--- config.mk ---
export PLATFORM = sky130hd
export DESIGN_NAME = tmc_timer
export DESIGN_NICKNAME = d
export VERILOG_FILES = /design/src/pkg/tmc_pkg.sv /design/src/hdl/tmc_match_regs.sv /design/src/hdl/tmc_timer.sv
export SDC_FILE = /design/constraint.sdc
export NUM_CORES = 1
export LEC_CHECK = 0
export BUFFER_PORTS_ARGS = -buffer_cell sky130_fd_sc_hd__buf_2
export CORE_ASPECT_RATIO = 0.75
export CORE_UTILIZATION = 40
export CTS_BUF_LIST = sky130_fd_sc_hd__clkbuf_2 sky130_fd_sc_hd__clkbuf_4 sky130_fd_sc_hd__clkbuf_8
export CTS_CLUSTER_SIZE = 14
export DETAILED_ROUTE_END_ITERATION = 12
export PLACE_DENSITY = 0.68
export SYNTH_ARGS = -nofsm -noshare
export SYNTH_HDL_FRONTEND = slang
export SYNTH_SLANG_ARGS = --single-unit
--- constraint.sdc ---
create_clock -name clk_sys -period 2.6 [get_ports clk_sys]
set_input_delay 0 -clock clk_sys [delete_from_list [all_inputs] [get_ports clk_sys]]
set_output_delay 0 -clock clk_sys [all_outputs]
set_load 0.005 [all_outputs]
--- src/pkg/tmc_pkg.sv ---
// package: register map, field layout and constants for the match/count block
package tmc_pkg;
    // byte addresses of the registers
    localparam logic [31:0] EXT_MATCH_CONTROL_ADDR = 32'h4001803C;
    localparam logic [31:0] COUNT_CONTROL_ADDR = 32'h40018070;
    localparam logic [31:0] MATCH_VALUE_BASE_ADDR = 32'h40018080;
    localparam logic [31:0] TIMER_COUNT_ADDR = 32'h40018090;
    localparam logic [31:0] PRESCALE_COUNT_ADDR = 32'h40018094;
    localparam logic [31:0] PRESCALE_LIMIT_ADDR = 32'h40018098;
    localparam logic [31:0] TIMER_ENABLE_ADDR = 32'h4001809C;
    localparam logic [31:0] IRQ_STATUS_ADDR = 32'h400180A0;
    localparam logic [31:0] IRQ_MASK_ADDR = 32'h400180A4;
    localparam logic [31:0] DMA_STATUS_ADDR = 32'h400180A8;

    // ext_match_control layout
    localparam int EMC_BIT_POS = 0;
    localparam int EMC_ACT_POS = 4;
    localparam int EMC_ACT_W = 2;
    localparam int EMC_USED_W = 12;
    localparam logic [11:0] EMC_RESET = 12'h000;

    // count_control layout
    localparam int CC_MODE_POS = 0;
    localparam int CC_INSEL_POS = 2;
    localparam int CC_CLREN_POS = 4;
    localparam int CC_CLRSEL_POS = 5;
    localparam int CC_USED_W = 8;
    localparam logic [7:0] CC_RESET = 8'h00;

    // match actions
    typedef enum logic [1:0] {
        TMC_ACT_NONE = 2'h0,
        TMC_ACT_LOW = 2'h1,
        TMC_ACT_HIGH = 2'h2,
        TMC_ACT_TOGGLE = 2'h3
    } tmc_act_t;

    // count modes
    typedef enum logic [1:0] {
        TMC_MODE_TIMER = 2'h0,
        TMC_MODE_RISE = 2'h1,
        TMC_MODE_FALL = 2'h2,
        TMC_MODE_BOTH = 2'h3
    } tmc_mode_t;

    // apb slave states, gray along setup -> access
    typedef enum logic [1:0] {
        TMC_BUS_IDLE = 2'b00,
        TMC_BUS_ACCESS = 2'b01,
        TMC_BUS_DONE = 2'b11
    } tmc_bus_t;

    // irq status bits: match 0..3 flags, dma request 0..1
    localparam int IRQ_W = 6;
    localparam int IRQ_DMA_POS = 4;
endpackage
--- src/hdl/tmc_match_regs.sv ---
// small register memory holding the four match values
module tmc_match_regs #(
    parameter int WIDTH = 32,
    parameter int DEPTH = 4
) (
    input wire logic clk_sys,
    input wire logic rst,
    input wire logic wr_en,
    input wire logic [$clog2(DEPTH)-1:0] wr_idx,
    input wire logic [WIDTH-1:0] wr_data,
    input wire logic [$clog2(DEPTH)-1:0] rd_idx,
    output logic [WIDTH-1:0] rd_data,
    output logic [DEPTH*WIDTH-1:0] all_data
);
    logic [WIDTH-1:0] mem_reg [DEPTH];

    initial
    begin
        if (DEPTH < 2 || WIDTH < 1)
        begin
            $error("tmc_match_regs: bad size");
        end
    end

    always_ff @(posedge clk_sys)
    begin
        if (rst)
        begin
            for (int i = 0; i < DEPTH; i++)
            begin
                mem_reg[i] <= '0;
            end
        end
        else if (wr_en)
        begin
            mem_reg[wr_idx] <= wr_data;
        end
    end

    // read data registered
    always_ff @(posedge clk_sys)
    begin
        if (rst)
        begin
            rd_data <= '0;
        end
        else
        begin
            rd_data <= mem_reg[rd_idx];
        end
    end

    genvar g;
    generate
        for (g = 0; g < DEPTH; g++)
        begin : g_flat
            assign all_data[g*WIDTH +: WIDTH] = mem_reg[g];
        end
    endgenerate
endmodule // tmc_match_regs

--- src/hdl/tmc_timer.sv ---
// timer/counter core: match outputs, dma requests, count control, apb slave
//
// Our own choice: register access over APB.
module tmc_timer #(
    parameter int NUM_CAP = 4,
    parameter int NUM_MATCH = 4
) (
    input wire logic clk_sys,
    input wire logic rst,
    input wire logic psel,
    input wire logic penable,
    input wire logic pwrite,
    input wire logic [31:0] paddr,
    input wire logic [31:0] pwdata,
    output logic [31:0] prdata,
    output logic pready,
    output logic pslverr,
    input wire logic [NUM_CAP-1:0] capture_input,
    output logic [NUM_MATCH-1:0] match_output_pin,
    output logic [1:0] dma_req,
    input wire logic [1:0] dma_ack,
    output logic irq
);
    initial
    begin
        if (NUM_CAP != 4 || NUM_MATCH != 4)
        begin
            $error("tmc_timer: four capture and match channels only");
        end
    end

    // edge-select decode used for counting; the clear event picks its edge with clrsel[0]
    function automatic logic edge_hit(input logic [1:0] mode,
                                      input logic rise, input logic fall);
        unique case (mode)
            tmc_pkg::TMC_MODE_RISE: edge_hit = rise;
            tmc_pkg::TMC_MODE_FALL: edge_hit = fall;
            tmc_pkg::TMC_MODE_BOTH: edge_hit = rise | fall;
            tmc_pkg::TMC_MODE_TIMER: edge_hit = 1'b0;
        endcase
    endfunction

    logic [11:0] emc_reg;
    logic [7:0] cc_reg;
    logic [31:0] tc_reg;
    logic [31:0] pc_reg;
    logic [31:0] pr_reg;
    logic en_reg;
    logic [tmc_pkg::IRQ_W-1:0] irq_stat_reg;
    logic [tmc_pkg::IRQ_W-1:0] irq_mask_reg;
    logic [NUM_CAP-1:0] cap_prev_reg;
    logic [1:0] dma_reg;
    logic [NUM_MATCH-1:0] mat_reg;
    tmc_pkg::tmc_bus_t bus_reg;

    // bus decode
    logic acc;
    logic wr;
    logic rd;
    logic sel_emc, sel_cc, sel_mv, sel_tc, sel_pc, sel_pr, sel_en;
    logic sel_ist, sel_imk, sel_dma;
    logic mapped;
    assign acc = psel && penable && (bus_reg == tmc_pkg::TMC_BUS_ACCESS);
    assign wr = acc && pwrite;
    assign rd = acc && !pwrite;
    assign sel_emc = paddr == tmc_pkg::EXT_MATCH_CONTROL_ADDR;
    assign sel_cc = paddr == tmc_pkg::COUNT_CONTROL_ADDR;
    assign sel_mv = paddr[31:4] == tmc_pkg::MATCH_VALUE_BASE_ADDR[31:4]
        && paddr[1:0] == 2'h0;
    assign sel_tc = paddr == tmc_pkg::TIMER_COUNT_ADDR;
    assign sel_pc = paddr == tmc_pkg::PRESCALE_COUNT_ADDR;
    assign sel_pr = paddr == tmc_pkg::PRESCALE_LIMIT_ADDR;
    assign sel_en = paddr == tmc_pkg::TIMER_ENABLE_ADDR;
    assign sel_ist = paddr == tmc_pkg::IRQ_STATUS_ADDR;
    assign sel_imk = paddr == tmc_pkg::IRQ_MASK_ADDR;
    assign sel_dma = paddr == tmc_pkg::DMA_STATUS_ADDR;
    assign mapped = sel_emc | sel_cc | sel_mv | sel_tc | sel_pc | sel_pr
        | sel_en | sel_ist | sel_imk | sel_dma;

    // match value store
    logic [31:0] mv_rd;
    logic [NUM_MATCH*32-1:0] mv_all;
    tmc_match_regs #(
        .WIDTH(32),
        .DEPTH(NUM_MATCH)
    ) u_match_regs (
        .clk_sys(clk_sys),
        .rst(rst),
        .wr_en(wr && sel_mv),
        .wr_idx(paddr[3:2]),
        .wr_data(pwdata),
        .rd_idx(paddr[3:2]),
        .rd_data(mv_rd),
        .all_data(mv_all)
    );

    // capture edge classification, inputs already synchronous
    logic [NUM_CAP-1:0] cap_rise;
    logic [NUM_CAP-1:0] cap_fall;
    assign cap_rise = capture_input & ~cap_prev_reg;
    assign cap_fall = ~capture_input & cap_prev_reg;

    always_ff @(posedge clk_sys)
    begin
        if (rst)
        begin
            cap_prev_reg <= '0;
        end
        else
        begin
            cap_prev_reg <= capture_input;
        end
    end

    // count source and clear event
    logic [1:0] mode;
    logic [1:0] insel;
    logic [2:0] clrsel;
    logic cnt_evt;
    logic clr_evt;
    logic tick;
    assign mode = cc_reg[tmc_pkg::CC_MODE_POS +: 2];
    assign insel = cc_reg[tmc_pkg::CC_INSEL_POS +: 2];
    assign clrsel = cc_reg[tmc_pkg::CC_CLRSEL_POS +: 3];
    assign cnt_evt = (mode == tmc_pkg::TMC_MODE_TIMER) ? 1'b1
        : edge_hit(mode, cap_rise[insel], cap_fall[insel]);
    assign clr_evt = cc_reg[tmc_pkg::CC_CLREN_POS]
        && (clrsel[0] ? cap_fall[clrsel[2:1]]
                      : cap_rise[clrsel[2:1]]);
    assign tick = en_reg && cnt_evt && (pc_reg >= pr_reg);

    // matches flagged on the tick where the count equals the value;
    // a value of zero matches on the first tick while the count sits at zero
    logic [NUM_MATCH-1:0] match_hit;
    genvar g;
    generate
        for (g = 0; g < NUM_MATCH; g++)
        begin : g_match
            assign match_hit[g] = tick
                && (tc_reg == mv_all[g*32 +: 32]);
        end
    endgenerate

    // prescaler and timer count; clear wins over counting
    always_ff @(posedge clk_sys)
    begin
        if (rst)
        begin
            pc_reg <= '0;
        end
        else if (wr && sel_pc)
        begin
            pc_reg <= pwdata;
        end
        else if (clr_evt)
        begin
            pc_reg <= '0;
        end
        else if (en_reg && cnt_evt)
        begin
            pc_reg <= tick ? 32'h00000000 : pc_reg + 32'h00000001;
        end
    end

    always_ff @(posedge clk_sys)
    begin
        if (rst)
        begin
            tc_reg <= '0;
        end
        else if (wr && sel_tc)
        begin
            tc_reg <= pwdata;
        end
        else if (clr_evt)
        begin
            tc_reg <= '0;
        end
        else if (tick)
        begin
            tc_reg <= tc_reg + 32'h00000001;
        end
    end

    // external match bits
    logic [NUM_MATCH-1:0] mat_next;
    // a bus write feeds the same path so pin, bit and dma edge agree
    always_comb
    begin
        mat_next = mat_reg;
        if (wr && sel_emc)
        begin
            mat_next = pwdata[tmc_pkg::EMC_BIT_POS +: NUM_MATCH];
        end
        for (int i = 0; i < NUM_MATCH; i++)
        begin
            if (match_hit[i])
            begin
                unique case (emc_reg[tmc_pkg::EMC_ACT_POS + 2*i +: 2])
                    tmc_pkg::TMC_ACT_NONE: mat_next[i] = mat_next[i];
                    tmc_pkg::TMC_ACT_LOW: mat_next[i] = 1'b0;
                    tmc_pkg::TMC_ACT_HIGH: mat_next[i] = 1'b1;
                    tmc_pkg::TMC_ACT_TOGGLE: mat_next[i] = ~mat_next[i];
                endcase
            end
        end
    end

    always_ff @(posedge clk_sys)
    begin
        if (rst)
        begin
            mat_reg <= '0;
        end
        else
        begin
            mat_reg <= mat_next;
        end
    end

    always_ff @(posedge clk_sys)
    begin
        if (rst)
        begin
            match_output_pin <= '0;
        end
        else
        begin
            match_output_pin <= mat_next;
        end
    end

    // dma request: rising match bit sets, ack or software write clears;
    // set wins so no edge is lost
    logic [1:0] dma_set;
    logic [1:0] dma_next;
    assign dma_set = mat_next[1:0] & ~mat_reg[1:0];
    always_comb
    begin
        dma_next = dma_reg;
        for (int i = 0; i < 2; i++)
        begin
            if (dma_set[i])
            begin
                dma_next[i] = 1'b1;
            end
            else if (dma_ack[i])
            begin
                dma_next[i] = 1'b0;
            end
            else if (wr && sel_dma && pwdata[i])
            begin
                dma_next[i] = 1'b0;
            end
        end
    end

    // request pin drops the edge after ack, so no second ack
    always_ff @(posedge clk_sys)
    begin
        if (rst)
        begin
            dma_reg <= '0;
            dma_req <= '0;
        end
        else
        begin
            dma_reg <= dma_next;
            dma_req <= dma_next;
        end
    end

    // configuration registers; reserved bits dropped
    always_ff @(posedge clk_sys)
    begin
        if (rst)
        begin
            emc_reg <= tmc_pkg::EMC_RESET;
            cc_reg <= tmc_pkg::CC_RESET;
            pr_reg <= '0;
            en_reg <= 1'b0;
            irq_mask_reg <= '0;
        end
        else if (wr)
        begin
            if (sel_emc)
            begin
                emc_reg <= pwdata[tmc_pkg::EMC_USED_W-1:0];
            end
            if (sel_cc)
            begin
                cc_reg <= pwdata[tmc_pkg::CC_USED_W-1:0];
            end
            if (sel_pr)
            begin
                pr_reg <= pwdata;
            end
            if (sel_en)
            begin
                en_reg <= pwdata[0];
            end
            if (sel_imk)
            begin
                irq_mask_reg <= pwdata[tmc_pkg::IRQ_W-1:0];
            end
        end
    end

    // sticky status, cleared by reading; new events win
    logic [tmc_pkg::IRQ_W-1:0] irq_evt;
    assign irq_evt = {dma_set, match_hit};
    always_ff @(posedge clk_sys)
    begin
        if (rst)
        begin
            irq_stat_reg <= '0;
        end
        else if (rd && sel_ist)
        begin
            irq_stat_reg <= irq_evt;
        end
        else
        begin
            irq_stat_reg <= irq_stat_reg | irq_evt;
        end
    end

    always_ff @(posedge clk_sys)
    begin
        if (rst)
        begin
            irq <= 1'b0;
        end
        else
        begin
            irq <= |(irq_stat_reg & irq_mask_reg);
        end
    end

    // apb: one wait state so the match store read settles
    always_ff @(posedge clk_sys)
    begin
        if (rst)
        begin
            bus_reg <= tmc_pkg::TMC_BUS_IDLE;
        end
        else
        begin
            unique case (bus_reg)
                tmc_pkg::TMC_BUS_IDLE:
                    if (psel && !penable)
                    begin
                        bus_reg <= tmc_pkg::TMC_BUS_ACCESS;
                    end
                tmc_pkg::TMC_BUS_ACCESS:
                    bus_reg <= tmc_pkg::TMC_BUS_DONE;
                tmc_pkg::TMC_BUS_DONE:
                    bus_reg <= tmc_pkg::TMC_BUS_IDLE;
                default:
                    bus_reg <= tmc_pkg::TMC_BUS_IDLE;
            endcase
        end
    end

    logic [31:0] rd_mux;
    always_comb
    begin
        rd_mux = 32'h00000000;
        if (sel_emc)
        begin
            rd_mux = {20'h00000, emc_reg[11:4], mat_reg};
        end
        else if (sel_cc)
        begin
            rd_mux = {24'h000000, cc_reg};
        end
        else if (sel_mv)
        begin
            rd_mux = mv_rd;
        end
        else if (sel_tc)
        begin
            rd_mux = tc_reg;
        end
        else if (sel_pc)
        begin
            rd_mux = pc_reg;
        end
        else if (sel_pr)
        begin
            rd_mux = pr_reg;
        end
        else if (sel_en)
        begin
            rd_mux = {31'h00000000, en_reg};
        end
        else if (sel_ist)
        begin
            rd_mux = {26'h0000000, irq_stat_reg};
        end
        else if (sel_imk)
        begin
            rd_mux = {26'h0000000, irq_mask_reg};
        end
        else if (sel_dma)
        begin
            rd_mux = {30'h00000000, dma_reg};
        end
    end

    always_ff @(posedge clk_sys)
    begin
        if (rst)
        begin
            pready <= 1'b0;
            pslverr <= 1'b0;
            prdata <= '0;
        end
        else
        begin
            pready <= acc;
            pslverr <= acc && !mapped;
            prdata <= (acc && !pwrite) ? rd_mux : 32'h00000000;
        end
    end
endmodule // tmc_timer

==> summary.md <==
| Metric | Value |
|---|---|
| Cell repeated most along the worst path | buf_4 |
| Hold Path Origin | paddr[4] |
| Core area | 42600 µm² |
| Routed Antenna Nets | 0 |
| Leakage | 8.91 nW |
| Max Buffers Root-to-Sink | 3 |
| Root buf cell | clkbuf_8 |
| Final global-route overflow total | 0 |
| Synth top area share | 23.3% |
| Initial antenna violation count | 1 |
| Worst Path Max Fanout | 5 |
| Synth Area in Compound Gates | 14.9% |
| PortBufs | 115 |
| Syn avg cell area | 9.29 µm² |
| Max FFs per register | 128 |
| Worst-Margin Slew | 0.787 ns |
| Worst flop-to-flop path endpoint | match_output_pin[3]$_SDFF_PP0_ |
| Die area | 44600 µm² |
| Most instantiated cells after synthesis | 224 x nand2_1, 204 x dfxtp_1, 166 x a21oi_1, 154 x nor2_1, 133 x xor2_1 |
| Yosys cell types | 76 |
| Most common cell in the netlist | nand2_1 |
| Main combinational cell family by area after synthesis | simple AND/OR/NAND/NOR gates |
| Number of global-route vias before repair | 15497 |
| Area growth syn-to-layout | 23.9% |
| GRT Util Overall | 29.1% |
| RSZ-0062 raised after global routing | yes |
| Drt first pass iters | 8 |
| Largest cells by area after synthesis | dfxtp_1 23%, edfxtp_1 22%, xor2_1 6.7%, nand2_1 4.8%, a21oi_1 4.7% |
| Async SR Flop Fraction | 0% |
| #FFs+latches synth | 332 |
| Worst-case vdd ir drop | 305 µV |
| Hold Path Depth | 6 |
| Fillers | 3897 |
| Avg WL per Cell | 23.9 µm |
| Critical Path RT | 3.09 ns |
| Nets@finish | 2258 |
| Synthesis Warnings | 0 |
| Main synth FF type | dfxtp_1 |
| Worst setup margin | 0.0619 ns |
| DR vias | 16515 |
| Slew HR | 47.6% |
| Sequential fraction of the synthesis area | 45.3% |
| First-pass GRT wire length | 97900 µm |
| Synth Area in XOR/XNOR | 6.91% |
| Site row count | 65 |
| Post-Synth Adder-Cell Area | 2.43% |
| Post-route minimum period | 2.54 ns |
| Starting Density | 41.1% |
| Worst Skew | 0.0239 ns |
| Reg-to-reg setup timing slack | 0.06 ns |
| HP Class | in -> reg |
| Vias/cell | 5.99 |
| Die Wd | 244 µm |
| CTS tree | done |
| CP arrival | 3.02 ns |
| IO Count | 116 |
| Number of flops mapped to enable cells by yosys | 128 |
| Critical Path End Type | register |
| Pwr per Cell Area | 512 nW/µm² |
| Clk sinks | 332 |
| Reg2reg start | tc_reg[23]$_SDFFE_PP0P_ |
| Synth Instances | 1884 |
| Multiplexer share of the synthesized area | 6.00% |
| CTS Buf Count | 54 |
| Share of layout cells above drive strength 1 | 23.4% |
| Worst setup SP type | register |
| CP Cell Sequence | xor2_1 > nor4_2 > buf_4 > nand4_1 > nor4_1 > buf_4 > a21o_1 > a21oi_1 |
| Routability congestion estimate | 0.977 |
| # DRC | 0 |
| Fin. Hold Viols | 0 |
| Setup Viol. Count Final | 0 |
| Max-slew violations | 0 |
| DR iter-0 viols | 2112 |
| Clk pin slew, worst setup/hold paths | 0.06 ns |
| Synth Net Count | 1993 |
| Yosys top cell by area | dfxtp_1 |
| DP Worst Slack | -0.108 ns |
| Maxcap violations | 0 |
| Post-synthesis simple-gate area fraction | 19.5% |
| Clk Latency, worst-skew pair | 0.63 ns |
| Largest stage delay, worst path | 0.56 ns |
| Pin count of the biggest net entering global routing | 105 |
| Die height | 183 µm |
| CTS HTree Levels | 2 |
| N_diodes | 0 |
| Setup TNS | 0 ns |
| Worst Hold End | prdata[4]$_SDFF_PP0_ |
| Worst reg-to-reg path cell count | 8 |
| Final WL | 66000 µm |
| Slowest CP cell | dfxtp_1 |
| Tcrit/Tclk final | 97.6% |
| Fmax | 394 MHz |
| Synth Cell Area | 17500 µm² |
| Post-DP HPWL | 47800 µm |
| Setup CP Type | reg -> reg |
| Run status | finished, final reports clean |
cell usage in the layout (no fill, tap or decap), types with 15 or more instances in the layout:
cell           netlist  routed
nor2b_1             18      18
dlygate4sd3_1        0      55
mux2i_1             25      24
nor2_1             154     150
xor2_1             133     133
nand2_1            224     220
nor3_1              38      37
nand3_1             44      43
mux4_2              35      35
and3_1              38      36
a21oi_1            166     154
a22oi_1             76      76
buf_2               27     114
and2_1              46      45
a31oi_1             15      15
edfxtp_1           128     128
o21ai_0             47      43
nand4_1             28      28
ha_1                34      29
dfxtp_1            204     191
inv_1               72      71
clkbuf_8             0      67
clkbuf_4             0      20
buf_4                8     168
o21ai_1             14      17
nor4_1              45      40
a211oi_1            19      18
worst max-delay path by stage:
stage	start	to
2_1_floorplan	paddr[26]	u_match_regs.mem_reg[0][0]$_SDFFCE_PN0P_
3_3_place_gp	pr_reg[27]$_SDFFE_PP0P_	pc_reg[22]$_SDFFE_PP0P_
3_5_place_dp	pr_reg[15]$_SDFFE_PP0P_	tc_reg[2]$_SDFFE_PP0P_
4_1_cts	pr_reg[15]$_SDFFE_PP0P_	tc_reg[7]$_SDFFE_PP0P_
5_1_grt	pr_reg[22]$_SDFFE_PP0P_	tc_reg[17]$_SDFFE_PP0P_
6_report	tc_reg[23]$_SDFFE_PP0P_	match_output_pin[3]$_SDFF_PP0_
power by group:
part           total, mW  switching (mW)  internal (mW)
clock               4.78            2.19           2.59
sequential          5.57          0.0802           5.49
combinational      0.754           0.468          0.286
logic make-up after synthesis:
group | count (synthesis)
buf+inv | 217
simple gates | 689
compound gates | 413
flops | 332
fa+ha+maj | 34
mux | 61
xor+xnor | 138
critical path: cells and delay by family (launching register included):
family	cells	cell delay, ns
AO/OA/AOI/OAI	2	0.17
XOR/XNOR	1	0.23
buffers and inverters	2	0.41
flip-flops	1	0.56
AND/OR/NAND/NOR	3	1.03
what timing repair did:
action / CTS / global route
gates resized for setup: 11 / 56
setup endpoints to repair: 48 / 73
cloned: 1 / 0
endpoints found under the hold margin: 277 / 0
hold buffers: 55 / 0
pin swaps: 3 / 13
buffers inserted: 7 / 5
routing by layer:
metal	vias to the layer above	global-route usage (%)	routed length, µm
met3	114	8.08	8440
met4	0	7.10	1470
li1	7302	-	-
met5	-	0	0
met1	8096	42.3	28400
met2	1003	42.5	27600
cell type report:
type	instances	area [µm²]	area share (%)
repair buffers	353	2660	12.3
well taps	569	712	3.28
flip-flops and latches	332	7940	36.6
clock buffers	87	1070	4.95
inverters	73	274	1.26
multi-input cells	1335	8970	41.4
clock inverters	9	43.8	0.202
through the flow:
step | power, mW | cells | area (µm²) | hold WS, ns | util (%)
after floorplan | 5.97 | 1884 | 17500 | 0.128 | -
after global placement | 6.33 | 2594 | 19600 | 0.266 | 46.0
after detailed placement | 6.34 | 2594 | 19600 | 0.265 | 46.0
after CTS | 11.1 | 2753 | 21400 | 0.0188 | 50.2
after global routing | 11.5 | 2758 | 21700 | 0.100 | 50.9
final | 11.1 | 2758 | 21700 | 0.0689 | 50.9
No activity file was read; power rests on OpenSTA's default activity.
